===== src/rtl/dsf_defines.vh =====
// Constants for the drive status flag block: offsets, fields, resets, timing.
// Assumes a 32-bit APB slave with byte addresses and one word per register.
`ifndef DSF_DEFINES_VH
`define DSF_DEFINES_VH

// ****************************************
// Register offsets
// ****************************************
`define DSF_OFS_CTRL 8'h00
`define DSF_OFS_TERM_SEL 8'h04
`define DSF_OFS_HS_LEVEL 8'h08
`define DSF_OFS_LL_THRESH 8'h0c
`define DSF_OFS_USER_OUT 8'h10
`define DSF_OFS_STATUS 8'h14
`define DSF_OFS_INT_STAT 8'h18
`define DSF_OFS_INT_MASK 8'h1c
`define DSF_OFS_LIFE 8'h20

// ****************************************
// Field positions
// ****************************************
`define DSF_CTRL_FAN_LSB 0
`define DSF_CTRL_FAN_MSB 1
`define DSF_CTRL_RUN_LSB 4
`define DSF_CTRL_RUN_MSB 5
`define DSF_SEL_W 6
`define DSF_SEL_STRIDE 8
`define DSF_ST_CAP 0
`define DSF_ST_FAN 1
`define DSF_ST_CMD 2
`define DSF_ST_HOT 3
`define DSF_ST_LL 4
`define DSF_ST_CONFLICT 5
`define DSF_ST_W 6

// ****************************************
// Selection codes
// ****************************************
`define DSF_CODE_CAP 6'h27
`define DSF_CODE_FAN 6'h28
`define DSF_CODE_CMD 6'h29
`define DSF_CODE_HOT 6'h2a
`define DSF_CODE_LL 6'h2b
`define DSF_CODE_UP1 6'h2c
`define DSF_CODE_UP2 6'h2d
`define DSF_CODE_UP3 6'h2e

// ****************************************
// Reset values and fixed settings
// ****************************************
`define DSF_RST_CTRL 32'h0000_0000
`define DSF_RST_TERM_SEL 32'h0000_0000
`define DSF_RST_HS_LEVEL 32'h0000_0064
`define DSF_RST_LL_THRESH 32'h0000_0000
`define DSF_RST_MASK 32'h0000_0000
`define DSF_FAN_MODE_STOPPABLE 2'h1
`define DSF_FAN_PCT 75
`define DSF_PCT_FULL 100

// ****************************************
// Timing
// ****************************************
`define DSF_CLK_PERIOD_NS 20
`define DSF_LIFE_TICK_NS 1000000000
`define DSF_LIFE_TICK_CYCLES (`DSF_LIFE_TICK_NS / `DSF_CLK_PERIOD_NS)

`endif


===== src/rtl/dsf_cap_life.v =====
// Capacitor life estimator: integrates powered-on time weighted by temperature.
// Assumes temperature is an unsigned code sampled on clk_sys.
`timescale 1ns/100ps
module dsf_cap_life #(
  parameter TICK_CYCLES = 50000000,
  parameter LIFE_LIMIT = 32'h0100_0000,
  parameter [7:0] TEMP_REF = 8'h28
)(
  input wire clk_sys,
  input wire arst_n,
  input wire [7:0] temp_in,
  output reg [31:0] life_used_reg,
  output reg expired_reg
);

  reg [31:0] tick_cnt_reg;
  reg [31:0] life_used_next;
  wire tick;
  wire [7:0] temp_over;
  wire [31:0] weight;

  assign tick = (tick_cnt_reg == TICK_CYCLES - 1);
  assign temp_over = (temp_in > TEMP_REF) ? (temp_in - TEMP_REF) : 8'h00;
  // Hotter parts age faster: one extra unit per 8 degrees above reference
  assign weight = {27'h0, temp_over[7:3]} + 32'h0000_0001;

  always @*
  begin
    life_used_next = life_used_reg;
    if (tick && !expired_reg)
    begin
      life_used_next = life_used_reg + weight;
    end
  end

  always @(posedge clk_sys or negedge arst_n)
  begin
    if (!arst_n)
    begin
      tick_cnt_reg <= 32'h0;
      life_used_reg <= 32'h0;
      expired_reg <= 1'b0;
    end
    else
    begin
      tick_cnt_reg <= tick ? 32'h0 : tick_cnt_reg + 32'h1;
      life_used_reg <= life_used_next;
      expired_reg <= (life_used_next >= LIFE_LIMIT);
    end
  end

endmodule // dsf_cap_life


===== src/rtl/dsf_term_mux.v =====
// Output terminal router: each terminal carries the flag its code selects.
// Assumes flags are on clk_sys; unknown codes drive the terminal low.
`timescale 1ns/100ps
`include "dsf_defines.vh"
module dsf_term_mux #(
  parameter N_TERM = 3
)(
  input wire clk_sys,
  input wire arst_n,
  input wire [`DSF_SEL_STRIDE*N_TERM-1:0] sel_in,
  input wire [7:0] flags_in,
  output wire [N_TERM-1:0] term_out
);

  genvar gi;
  generate
    for (gi = 0; gi < N_TERM; gi = gi + 1)
    begin : g_term
      wire [`DSF_SEL_W-1:0] code;
      reg out_reg;
      reg out_next;
      assign code = sel_in[`DSF_SEL_STRIDE*gi +: `DSF_SEL_W];
      always @*
      begin
        case (code)
          `DSF_CODE_CAP: out_next = flags_in[0];
          `DSF_CODE_FAN: out_next = flags_in[1];
          `DSF_CODE_CMD: out_next = flags_in[2];
          `DSF_CODE_HOT: out_next = flags_in[3];
          `DSF_CODE_LL: out_next = flags_in[4];
          `DSF_CODE_UP1: out_next = flags_in[5];
          `DSF_CODE_UP2: out_next = flags_in[6];
          `DSF_CODE_UP3: out_next = flags_in[7];
          default: out_next = 1'b0;
        endcase
      end
      always @(posedge clk_sys or negedge arst_n)
      begin
        if (!arst_n)
        begin
          out_reg <= 1'b0;
        end
        else
        begin
          out_reg <= out_next;
        end
      end
      assign term_out[gi] = out_reg;
    end
  endgenerate

endmodule // dsf_term_mux


===== src/rtl/dsf_top.v =====
// Drive status flag generator with APB register access and one interrupt.
// Assumes all sensor and command inputs are synchronous to clk_sys.
//
// Summary of operation
// - Code 39 terminal shows capacitor_life_warning while estimated life is expired.
// - Capacitor life estimated from internal temperature and powered-on time.
// - Code 40 terminal shows fan_slow_warning when fan speed falls to 75%.
// - Fan control setting 01 keeps fan_slow_warning low, even fan stopped.
// - fan_slow_warning state readable in the status monitor register.
// - Code 41 flag derives from commands regardless of run source selection.
// - command_present_flag low only when forward and reverse both active.
// - Both direction commands active stops motor drive.
// - Code 42 shows heatsink_hot_warning while temperature exceeds warn level.
// - light_load_flag high while output current below light load threshold.
// - Codes 44 to 46 carry user program outputs 1 to 3 as commanded.
`timescale 1ns/100ps
`include "dsf_defines.vh"
module dsf_top #(
  parameter N_TERM = 3,
  parameter TICK_CYCLES = `DSF_LIFE_TICK_CYCLES,
  parameter LIFE_LIMIT = 32'h0100_0000,
  parameter [15:0] FAN_FULL_SPEED = 16'h0bb8
)(
  input wire clk_sys,
  input wire arst_n,
  input wire psel,
  input wire penable,
  input wire pwrite,
  input wire [7:0] paddr,
  input wire [31:0] pwdata,
  output reg [31:0] prdata,
  output wire pready,
  output wire pslverr,
  input wire [7:0] internal_temp,
  input wire [7:0] heatsink_temp,
  input wire [15:0] fan_speed,
  input wire [15:0] output_current,
  input wire forward_command,
  input wire reverse_command,
  output wire [N_TERM-1:0] term_out,
  output reg motor_run_enable,
  output wire irq
);

  // ****************************************
  // Write masks and reset words
  // ****************************************
  localparam [31:0] CTRL_WMASK = 32'h0000_0033;
  localparam [31:0] SEL_WMASK = 32'h003f_3f3f;
  localparam [31:0] HS_RST_WORD = `DSF_RST_HS_LEVEL;
  localparam [31:0] LL_RST_WORD = `DSF_RST_LL_THRESH;

  // ****************************************
  // Register storage
  // ****************************************
  reg [31:0] ctrl_reg;
  reg [31:0] term_sel_reg;
  reg [7:0] hs_level_reg;
  reg [15:0] ll_thresh_reg;
  reg [2:0] user_out_reg;
  reg [`DSF_ST_W-1:0] status_reg;
  reg [`DSF_ST_W-1:0] status_prev_reg;
  reg [`DSF_ST_W-1:0] int_stat_reg;
  wire [`DSF_ST_W-1:0] int_stat_next;
  wire int_rd_clear;
  reg [`DSF_ST_W-1:0] int_mask_reg;
  reg [31:0] rdata_next;
  reg addr_ok;

  wire [1:0] fan_control_setting;
  wire [1:0] run_source_select;
  wire [31:0] life_used;
  wire cap_expired;
  wire [31:0] fan_scaled;
  wire [31:0] fan_limit;
  wire fan_raw;
  reg [`DSF_ST_W-1:0] status_next;
  wire [`DSF_ST_W-1:0] events;
  wire setup;
  wire access;
  wire wr_en;
  wire rd_en;
  wire [7:0] flags;

  assign fan_control_setting = ctrl_reg[`DSF_CTRL_FAN_MSB:`DSF_CTRL_FAN_LSB];
  // Kept for software only; the command flag does not look at it
  assign run_source_select = ctrl_reg[`DSF_CTRL_RUN_MSB:`DSF_CTRL_RUN_LSB];

  // ****************************************
  // Capacitor life estimate
  // ****************************************
  dsf_cap_life #(
    .TICK_CYCLES(TICK_CYCLES),
    .LIFE_LIMIT(LIFE_LIMIT)
  ) u_cap_life (
    .clk_sys(clk_sys),
    .arst_n(arst_n),
    .temp_in(internal_temp),
    .life_used_reg(life_used),
    .expired_reg(cap_expired)
  );

  // ****************************************
  // Flag derivation
  // ****************************************
  // Compare speed*100 against full*75 without a divider
  assign fan_scaled = {16'h0000, fan_speed} * `DSF_PCT_FULL;
  assign fan_limit = {16'h0000, FAN_FULL_SPEED} * `DSF_FAN_PCT;
  assign fan_raw = (fan_scaled <= fan_limit);

  always @*
  begin
    status_next = {`DSF_ST_W{1'b0}};
    status_next[`DSF_ST_CAP] = cap_expired;
    // Setting 01 silences the fan warning, even with the fan stopped
    if (fan_raw && (fan_control_setting != `DSF_FAN_MODE_STOPPABLE))
    begin
      status_next[`DSF_ST_FAN] = 1'b1;
    end
    // Run source selection is not consulted
    if (!(forward_command && reverse_command))
    begin
      status_next[`DSF_ST_CMD] = 1'b1;
    end
    else
    begin
      status_next[`DSF_ST_CONFLICT] = 1'b1;
    end
    if (heatsink_temp > hs_level_reg)
    begin
      status_next[`DSF_ST_HOT] = 1'b1;
    end
    if (output_current < ll_thresh_reg)
    begin
      status_next[`DSF_ST_LL] = 1'b1;
    end
  end

  always @(posedge clk_sys or negedge arst_n)
  begin
    if (!arst_n)
    begin
      status_reg <= {`DSF_ST_W{1'b0}};
      status_prev_reg <= {`DSF_ST_W{1'b0}};
    end
    else
    begin
      status_reg <= status_next;
      status_prev_reg <= status_reg;
    end
  end

  // Drive interlock: both direction commands stop the motor
  always @(posedge clk_sys or negedge arst_n)
  begin
    if (!arst_n)
    begin
      motor_run_enable <= 1'b0;
    end
    else
    begin
      motor_run_enable <= !(forward_command && reverse_command);
    end
  end

  // ****************************************
  // Terminal routing
  // ****************************************
  assign flags = {user_out_reg, status_reg[`DSF_ST_LL:`DSF_ST_CAP]};

  dsf_term_mux #(
    .N_TERM(N_TERM)
  ) u_term_mux (
    .clk_sys(clk_sys),
    .arst_n(arst_n),
    .sel_in(term_sel_reg[`DSF_SEL_STRIDE*N_TERM-1:0]),
    .flags_in(flags),
    .term_out(term_out)
  );

  // ****************************************
  // APB slave
  // ****************************************
  assign setup = psel && !penable;
  assign access = psel && penable;
  assign pready = 1'b1;
  assign pslverr = access && !addr_ok;
  assign wr_en = access && pwrite && addr_ok;
  assign rd_en = access && !pwrite && addr_ok;

  always @*
  begin
    addr_ok = 1'b1;
    case (paddr)
      `DSF_OFS_CTRL: addr_ok = 1'b1;
      `DSF_OFS_TERM_SEL: addr_ok = 1'b1;
      `DSF_OFS_HS_LEVEL: addr_ok = 1'b1;
      `DSF_OFS_LL_THRESH: addr_ok = 1'b1;
      `DSF_OFS_USER_OUT: addr_ok = 1'b1;
      `DSF_OFS_STATUS: addr_ok = 1'b1;
      `DSF_OFS_INT_STAT: addr_ok = 1'b1;
      `DSF_OFS_INT_MASK: addr_ok = 1'b1;
      `DSF_OFS_LIFE: addr_ok = 1'b1;
      default: addr_ok = 1'b0;
    endcase
  end

  always @*
  begin
    rdata_next = 32'h0;
    case (paddr)
      `DSF_OFS_CTRL: rdata_next = ctrl_reg;
      `DSF_OFS_TERM_SEL: rdata_next = term_sel_reg;
      `DSF_OFS_HS_LEVEL: rdata_next = {24'h0, hs_level_reg};
      `DSF_OFS_LL_THRESH: rdata_next = {16'h0, ll_thresh_reg};
      `DSF_OFS_USER_OUT: rdata_next = {29'h0, user_out_reg};
      `DSF_OFS_STATUS: rdata_next = {26'h0, status_reg};
      `DSF_OFS_INT_STAT: rdata_next = {26'h0, int_stat_reg};
      `DSF_OFS_INT_MASK: rdata_next = {26'h0, int_mask_reg};
      `DSF_OFS_LIFE: rdata_next = life_used;
      default: rdata_next = 32'h0;
    endcase
  end

  always @(posedge clk_sys or negedge arst_n)
  begin
    if (!arst_n)
    begin
      prdata <= 32'h0;
    end
    else if (setup && !pwrite)
    begin
      prdata <= rdata_next;
    end
  end

  always @(posedge clk_sys or negedge arst_n)
  begin
    if (!arst_n)
    begin
      ctrl_reg <= `DSF_RST_CTRL;
      term_sel_reg <= `DSF_RST_TERM_SEL;
      hs_level_reg <= HS_RST_WORD[7:0];
      ll_thresh_reg <= LL_RST_WORD[15:0];
      user_out_reg <= 3'h0;
      int_mask_reg <= {`DSF_ST_W{1'b0}};
    end
    else if (wr_en)
    begin
      case (paddr)
        `DSF_OFS_CTRL: ctrl_reg <= pwdata & CTRL_WMASK;
        `DSF_OFS_TERM_SEL: term_sel_reg <= pwdata & SEL_WMASK;
        `DSF_OFS_HS_LEVEL: hs_level_reg <= pwdata[7:0];
        `DSF_OFS_LL_THRESH: ll_thresh_reg <= pwdata[15:0];
        `DSF_OFS_USER_OUT: user_out_reg <= pwdata[2:0];
        `DSF_OFS_INT_MASK: int_mask_reg <= pwdata[`DSF_ST_W-1:0];
        default: ctrl_reg <= ctrl_reg;
      endcase
    end
  end

  // ****************************************
  // Interrupts
  // ****************************************
  // Rising edge of any status flag is an event
  assign events = status_reg & ~status_prev_reg;

  assign int_rd_clear = rd_en && (paddr == `DSF_OFS_INT_STAT);

  genvar bi;
  generate
    for (bi = 0; bi < `DSF_ST_W; bi = bi + 1)
    begin : g_int
      reg bit_next;
      always @*
      begin
        bit_next = int_stat_reg[bi];
        if (int_rd_clear)
        begin
          bit_next = 1'b0;
        end
        // Set wins over read clear
        if (events[bi])
        begin
          bit_next = 1'b1;
        end
      end
      assign int_stat_next[bi] = bit_next;
    end
  endgenerate

  always @(posedge clk_sys or negedge arst_n)
  begin
    if (!arst_n)
    begin
      int_stat_reg <= {`DSF_ST_W{1'b0}};
    end
    else
    begin
      int_stat_reg <= int_stat_next;
    end
  end

  assign irq = |(int_stat_reg & int_mask_reg);

endmodule // dsf_top


===== config.mk =====
export PLATFORM = sky130hd
export DESIGN_NAME = dsf_top
export DESIGN_NICKNAME = d
export VERILOG_FILES = /design/src/rtl/dsf_cap_life.v /design/src/rtl/dsf_term_mux.v /design/src/rtl/dsf_top.v
export VERILOG_INCLUDE_DIRS = /design/src /design/src/rtl
export SDC_FILE = /design/constraint.sdc
export NUM_CORES = 1
export LEC_CHECK = 0
export ABC_AREA = 1
export BUFFER_PORTS_ARGS = -buffer_cell sky130_fd_sc_hd__clkbuf_2
export CAP_MARGIN = 10
export CORE_ASPECT_RATIO = 0.8
export CORE_MARGIN = 2
export CORE_UTILIZATION = 30
export CTS_CLUSTER_SIZE = 24
export DETAILED_ROUTE_END_ITERATION = 7
export SYNTH_ARGS = -nofsm -noshare
export SYNTH_HDL_FRONTEND = slang
export SYNTH_SLANG_ARGS = --single-unit

===== constraint.sdc =====
create_clock -name clk_sys -period 3.64 [get_ports clk_sys]
set_clock_uncertainty 0.2 [all_clocks]
set_input_delay 0.728 -clock clk_sys [delete_from_list [all_inputs] [get_ports clk_sys]]
set_output_delay 0.728 -clock clk_sys [all_outputs]
set_load 0.1 [all_outputs]

Word-level counts from Yosys, hierarchy flattened

Index checks and enable logic that the tools add are counted.
Widths: inputs -> output; s select.

Register bits: 174
Latch bits: 0
Memory bits (writable): 0
Memory bits (read-only): 0
Input port bits: 95
Word-level logic and storage cells: 121
Memories: 0

Add/sub/neg operators: 4
$mul: 1
Divide/modulo/power cells: 0
Magnitude comparators: 5
Equal/unequal tests: 34
Shifts and indexed selects: 0
Muxes and demuxes: 20
Bitwise gates (word level): 3
Reduce and logical (&&, ||, !) cells: 32

Operator list:

| operator              | number |
|---|---|
| $pmux 32 s9           | 1 |
| $eq 6x6->1 const B    | 24 |
| $mux 32               | 2 |
| $add 32x1->32 const B | 1 |
| $add 32x32->32        | 1 |
| $eq 32x26->1 const B  | 1 |
| $eq 8x5->1 const B    | 4 |
| $ge 32x25->1 const B  | 1 |
| $pmux 1 s8            | 3 |
| $le 23x18->1 const B  | 1 |
| $mul 16x5->21 const B | 1 |
| $eq 8x4->1 const B    | 2 |
| $lt 16x16->1          | 1 |
| $mux 1                | 13 |
| $and 6x6->6           | 2 |
| $logic_and 1x1->1     | 12 |
| $reduce_and 2->1      | 6 |
| $reduce_bool 2->1     | 6 |
| $reduce_or 9->1       | 1 |
| $eq 8x3->1 const B    | 1 |
| $eq 8x6->1 const B    | 1 |
| $gt 8x6->1 const B    | 1 |
| $gt 8x8->1            | 1 |
| $logic_not 8->1       | 1 |
| 7 further kinds       | 11 |

Depth between registers and ports, before layout

Gate-level depths: netlist of the first run.

Word-level depth: 7
Depth in mapped cells: 26

Hierarchy

From an unflattened synthesis of the first run, not the netlist that was laid out.

Cell total of the unflattened synthesis: 1705
Area, all modules: 12205.5 µm²

By module, submodules not included:

| module       | instances | cells an instance | area each (µm²) | sequential area each (µm²) |
|---|---|---|---|---|
| dsf_top      | 1         | 943               | 7220.7          | 2631.3 |
| dsf_cap_life | 1         | 638               | 4421.7          | 1626.6 |
| dsf_term_mux | 1         | 124               | 563.0           | 75.1 |

Worst setup path after synthesis of the first run

No wires, ideal clock.

Path kind: input port to output port
From: input port paddr[5]
To: output port pslverr
Data arrival time: 2.714 ns
Data required time: 2.712 ns
Path slack: -0.002 ns
Stages: 8
Buffers on the path: 0
Cell sequence: inv_1 -> nand3_1 -> inv_1 -> nand2_1 -> nand4_1 -> nor2_1 -> nand2_4 -> nor2_1

Cells in the longest elaborated chain, start to end: 5

Ends and longest elaborated chain:

| element                                  | RTL line      | source |
|---|---|---|
| start, declared                          | dsf_top.v:29  | `input wire [7:0] paddr,` |
| $eq 8x5->1, or another cell as far along | dsf_top.v:194 | `case (paddr)` |
| $reduce_or 9->1 (no source line) (*)     | --            |  |
| $mux 1 (*)                               | dsf_top.v:194 |  |
| $logic_not 1->1 (*)                      | dsf_top.v:187 | `assign pslverr = access && !addr_ok;` |
| $logic_and 1x1->1 (*)                    | dsf_top.v:187 |  |
| end, declared                            | dsf_top.v:33  | `output wire pslverr,` |

Mark *: on every way between the ends. The rest lies on a longest branch, timed or not.

Final worst setup path of the first run

From: input port internal_temp[3]
To: register u_cap_life.expired_reg

Cells in the longest elaborated chain, start to end: 6

Ends and longest elaborated chain:

| element                                          | RTL line          | source |
|---|---|---|
| start, declared                                  | dsf_top.v:34      | `input wire [7:0] internal_temp,` |
| $sub 8x6->8 / $gt 8x6->1 (equally long branches) | dsf_cap_life.v:23 | `assign temp_over = (temp_in > TEMP_REF) ? (temp_in - TEMP_REF) : 8'h00;` |
| $mux 8 (*)                                       | dsf_cap_life.v:23 |  |
| $add 5x1->6 (*)                                  | dsf_cap_life.v:25 | `assign weight = {27'h0, temp_over[7:3]} + 32'h0000_0001;` |
| $add 32x32->32 (*)                               | dsf_cap_life.v:32 | `life_used_next = life_used_reg + weight;` |
| $mux 32 (*)                                      | dsf_cap_life.v:30 | `if (tick && !expired_reg)` |
| $ge 32x25->1 (*)                                 | dsf_cap_life.v:48 | `expired_reg <= (life_used_next >= LIFE_LIMIT);` |
| end signal, assigned                             | dsf_cap_life.v:48 |  |
| end, declared                                    | dsf_cap_life.v:13 | `output reg expired_reg` |

Marks and branches as above.
A chain may end at the register's enable or synchronous reset.

==> metrics.txt, run 1 <==
outcome=complete, no violations; number of global-route vias before repair=10535; Crit. End Element=flop; FMAX=between 200 and 300 MHz; Worst EP required=3.76 ns; Post-route DRC=0; FF+latch area=0.004333 mm^2; Starting Density=0.3065; placed cell count=2255; FF-to-FF setup slack=about 1.1 ns; Seq/Total Area, Yosys=0.3670; Yosys reg bits=between 150 and 200; Port Buffers=122; Max VDD drop=0.2206 mV; Syn Nets=between 1500 and 2000; unrepaired setup endpoints after global routing=false; post-synth top area share=0.3603; most frequent cell after synthesis=nand2_1; MaxCap Viol Count=0; drt pass-1 iters=7; clock slew at reported path FFs=around 0.080 ns; GR Layer Usage met1=0.2477; 1st-iter DRT viols=slightly above 800; routed vias/inst=4.725; total core area=0.03852 mm^2; Worst slew margin=0.3694; Synth top cells by count=nand2_1, inv_1, dfrtp_1, nor2_1, ha_1; PD cells=roughly 350 mW/mm^2; final std cells w/o fill=roughly 2300; mapped cell area=about 0.012 mm^2; Leak=~7.2 nW; die span in x=approximately 230 um; setup ws final=between 0.2 and 0.3 ns; Startpoint Class=input port; Post-synth EDFFs=0; minimum clock period=around 3.4 ns; YS warnings=0; Clock Tree Buf Depth=2; Syn Inst Count=around 1600; Worst Tran Pin Value=0.9387 ns; r2r startpoint=u_cap_life.tick_cnt_reg[0]$_DFF_PN0_; CTS tree=done; Synth cell types=52; Post-Place Worst Slack=-0.1781 ns; RD Place Congestion=between 0.9 and 1; Slew Viols, Final=0; reg2reg end=u_cap_life.expired_reg$_DFF_PN0_; Worst Path Arrival=approximately 3.5 ns; Synth area leaders=dfrtp_1, nand2_1, ha_1; ratio of cells with drive above 1 in the final layout=0.1550; Synth Flop Type=dfrtp_1; hold crit path type=in -> async; first-pass GRT wire length=between 50000 and 60000 um; root buffer cell=clkbuf_16; Area Growth Syn to Fin=18.25%; Final #Nets=a little under 2000; Post-Place Cell Area=between 0.01 and 0.015 mm^2; post-detail-place hpwl=around 28000 um; ys async rst share=1.000; GRT overflow=0; part of the cycle the worst path needs=0.9246; # fillers=about 4000; Fin. Hold Viols=0; crit path kind=in -> reg; Rows=between 60 and 70; pin count of the biggest net entering global routing=between 60 and 70; Die H=between 150 and 200 um; final setup violation count=0; post-layout util=0.3625; clk_lat worst skew=roughly 0.44 ns; top cell type by total area after synthesis=dfrtp_1; Overall Power=4.823 mW; antenna cells=0; Critical Path Fanout Max=3; Multi-input gate area=around 0.0063 mm^2; CTS Hold Bufs=0; Total GRT Usage=0.1741; met3 Use GR=0.03544; DRT Wirelength=around 35000 um; Vias=10815; Avg Synthesized Cell Area=7.458 um^2; R2R depth=11; htree depth=4; cell area after layout=around 0.014 mm^2; Wirelength per Cell=about 15 um; num ports=between 100 and 150; antenna violations before repair=3; post-route ant nets=0; met2 Use GR=0.2671; # clock sinks=about 170; GR peak layer=met2; die area=0.04097 mm^2; Num CTS Buffers=17
## layout make-up
class	count	share of cell area
multi-input cells	1114	0.4539
flip-flops and latches	173	0.3104
clock inverters	15	0.01058
inverters	269	0.07232
well taps	528	0.04732
clock buffers	17	0.03047
repair buffers	173	0.07501
## layout by cell type, fill, tap and decap left out, types with 31 or more instances in the layout
cell / count
o21ai_1: 31
nand3_1: 67
xor2_1: 38
dfrtp_1: 170
o21ai_0: 49
nor2_1: 137
nand4_1: 39
o22ai_1: 34
clkbuf_2: 120
inv_1: 264
a21oi_1: 48
ha_1: 86
nand2_1: 429
buf_4: 49
## where the power goes
part / switching [mW] / leakage [nW] / internal (mW) / total, mW
Sequential: 0.0143 / 2.21 / 1.94 / 1.95
Combinational: 0.640 / 4.73 / 0.407 / 1.05
Clock: 0.910 / 0.279 / 0.915 / 1.83
Total: 1.56 / 7.21 / 3.26 / 4.82
## worst max-delay path: stages
cell	delay (ns)
clkbuf_2	0.09
inv_1	0.06
buf_4	0.13
ha_1	0.20
nor2_1	0.14
nor2_1	0.06
xnor2_1	0.13
nor2_1	0.13
inv_1	0.07
nor3_1	0.25
ha_1	0.32
buf_4	0.15
nand2_1	0.10
nor2_1	0.07
nand2_1	0.11
o21ai_2	0.08
buf_4	0.15
nand3_1	0.06
nand2_1	0.05
a21oi_1	0.15
nand2_1	0.08
nor2_1	0.11
nand2_1	0.06
## metal layers
layer,vias to the layer above,share of wire
met1,5066,0.48
met2,290,0.43
met4,4,0.019
met3,35,0.063
met5,-,0.00078
li1,5420,-
## metrics by stage
stage	TNS, ns	hold WS (ns)
global placement	-0.2039	0.1739
global route	0	0.07092
finish	0	0.04746
CTS	0	0.05669
floorplan	0	0.1537
detailed placement	-1.033	0.1897
## cell families after synthesis
kind of cell,synth area share
flops,0.3670
buf+inv,0.09983
fa+ha+maj,0.1125
other cells,0.0003176
xor+xnor,0.03487
compound gates,0.1056
simple gates,0.2799
## worst max path at each step
stage / from / endpoint / cells after the start
5_1_grt: internal_temp[3] / u_cap_life.expired_reg$_DFF_PN0_ / 22
2_1_floorplan: internal_temp[3] / u_cap_life.expired_reg$_DFF_PN0_ / 22
3_3_place_gp: internal_temp[3] / u_cap_life.expired_reg$_DFF_PN0_ / 23
4_1_cts: internal_temp[3] / u_cap_life.expired_reg$_DFF_PN0_ / 23
6_report: internal_temp[3] / u_cap_life.expired_reg$_DFF_PN0_ / 23
3_5_place_dp: internal_temp[3] / u_cap_life.expired_reg$_DFF_PN0_ / 23
## repair_timing
item,4_1_cts,5_1_grt
buffers inserted,0,1
endpoints found under the setup margin,0,11
gates resized for setup,0,8
Power figures use the tool's default switching activity.
==> inputs of run 2 (changes only) <==
- BUFFER_PORTS_ARGS: -buffer_cell sky130_fd_sc_hd__clkbuf_2 -> not set
- DONT_BUFFER_PORTS: not set -> 1
==> metrics.txt, run 2 (same netlist as run 1, synthesis figures left out) <==
worst hold slack=-0.2162 ns (-0.2636 ns); RD Place Congestion=0.9010 (-3.0%); clock slew at reported path FFs=0.08 ns (about the same); DRT Wirelength=33700 um (-2.6%); Leak=6.635 nW (-8.0%); Area Growth Syn to Fin=12.12%; total core area=0.03852 mm^2 (unchanged); failing checks=hold timing; Clock Tree Buf Depth=2 (unchanged); root buffer cell=clkbuf_16; outcome=complete, but fails checks; Post-Place Cell Area=0.01263 mm^2 (-5.1%); Slew Viols, Final=0 (unchanged); Worst Tran Pin Value=1.094 ns (+0.1551 ns); Wirelength per Cell=15.61 um (+3.3%); Worst Path Arrival=3.42 ns (-0.07 ns); setup repair bufs after CTS=0 (unchanged); unrepaired setup endpoints after global routing=false; CTS tree=done; Starting Density=0.3065 (unchanged); Rows=64 (unchanged); Port Buffers=0 (-100%); first-pass GRT wire length=53740 um (-4.0%); critical path's largest stage delay=0.33 ns (about the same); Total GRT Usage=0.1692 (-0.004879); post-route ant nets=0 (unchanged); pin count of the biggest net entering global routing=174 (+180%); Fin. Hold Viols=170 (+170); FMAX=305.3 MHz (+2.8%); cell area after layout=0.01324 mm^2 (-5.2%); final setup violation count=0 (unchanged); crit-path cells=inv_1, a21oi_1, o41ai_1, nand2_1, inv_1, nor2_1, ha_1, nand3_1, o21ai_0, nand2_1, ha_1, nand2_1, nand2_1, a21oi_1, nand2_2, nand4_1, nand2_1, a21boi_1, nand2_1, nor2_2, nand2_1; number of global-route vias before repair=9983 (-5.2%); clk_lat worst skew=0.46 ns (+0.02 ns); Num CTS Buffers=17 (unchanged); Post-route DRC=0 (unchanged); crit path kind=in -> reg; Worst EP required=3.79 ns (+0.03 ns); Final #Nets=1810 (-6.8%); post-detail-place hpwl=26690 um (-3.6%); setup TNS=0 ns (unchanged); post-layout util=0.3437 (-0.01878); ratio of cells with drive above 1 in the final layout=0.08471 (-0.07031); Startpoint Class=input port; Critical Path Fanout Max=6 (+3); Vias=10190 (-5.8%); PD cells=357.2 mW/mm^2 (+3.4%); most common cell after layout, fill and taps aside=nand2_1; num ports=134 (unchanged); minimum clock period=3.275 ns (-0.09043 ns); Max VDD drop=0.2167 mV (-1.8%); Die H=181.4 um (unchanged); Crit. End Element=flop; MaxCap Viol Count=0 (unchanged); GRT overflow=0 (unchanged); Worst slew margin=0.2700 (-0.09941); part of the cycle the worst path needs=0.8998 (-0.02484); die area=0.04097 mm^2 (unchanged); # clock sinks=173 (unchanged); htree depth=4 (unchanged); Crit path top cell by count=nand2_1; most frequent cells in the layout=nand2_1, inv_1, dfrtp_1; routed vias/inst=4.720 (-0.11%); hold crit path type=in -> async; CP max-delay cell=ha_1; die span in x=225.8 um (unchanged); antenna violations before repair=5 (+2); 1st-iter DRT viols=789 (-4.6%); drt pass-1 iters=5 (-2)
## run 2: cell count changes in the layout (fill, tap and decap cells not counted), moves of 2 or more
cell | previous run | this run
inv_6 | 3 | 1
diode_2 | 0 | 2
clkbuf_2 | 120 | 0
clkinv_8 | 1 | 3
buf_4 | 49 | 40
## run 2: cell type report
class,instances,area (um^2)
Antenna cell,2,5.005
Clock buffer,17,425.4
Clock inverter,15,166.4
Fill cell,4070,25280
Inverter,269,1010
Multi-Input combinational cell,1114,6317
Sequential cell,173,4333
Tap cell,528,660.6
Timing Repair Buffer,41,320.3
## run 2: through the flow
stage	setup slack (ns)	total power, mW	instances
detailed placement	-0.1929	2.896	2125
floorplan	0.1844	2.668	1583
finish	0.3648	4.728	2159
global route	0.0008078	4.998	2158
CTS	0.2793	4.776	2157
global placement	-0.1594	2.876	2125
## run 2: path summary, 6_finish.rpt
path                                                      startpoint                          endpoint  slack (ns)  depth (start not counted)
worst min-delay path                                          arst_n            prdata[23]$_DFFE_PN0P_       -0.22                          0
worst max register to register  u_cap_life.tick_cnt_reg[0]$_DFF_PN0_  u_cap_life.expired_reg$_DFF_PN0_        1.05                         12
worst min register to register               status_reg[1]$_DFF_PN0_      status_prev_reg[1]$_DFF_PN0_        0.19                          0
min in group clk_sys                         status_reg[1]$_DFF_PN0_      status_prev_reg[1]$_DFF_PN0_        0.19                          0
worst max-delay path                                internal_temp[3]  u_cap_life.expired_reg$_DFF_PN0_        0.36                         21
max in group asynchronous                                     arst_n       hs_level_reg[5]$_DFFE_PN1P_        3.09                          0
## run 2: where the power goes
| group | internal (mW) | switching [mW] |
|---|---|---|
| Sequential | 1.94 | 0.0274 |
| Combinational | 0.347 | 0.552 |
| Clock | 0.926 | 0.940 |
| Total | 3.21 | 1.52 |
## run 2: timing repair
action / CTS / global route
gates resized for setup: 0 / 3
endpoints found under the hold margin: 173 / 170
setup endpoints to repair: 0 / 1
## run 2: layer usage
layer  part of all wire  track usage  up-vias
li1                   -            -     5162
met1               0.49       0.2397     4712
met2               0.43       0.2522      261
met3              0.060      0.03835       49
met4              0.027      0.05881        6
met5             0.0014            0        -
## run 2: worst max-delay path, delay by kind of cell
family                     cells  cell delay (ns)
adders and majority gates      2             0.52
buffers and inverters          2             0.11
AOI/OAI and AO/OA              5             0.82
and+or+nand+nor               12             1.24
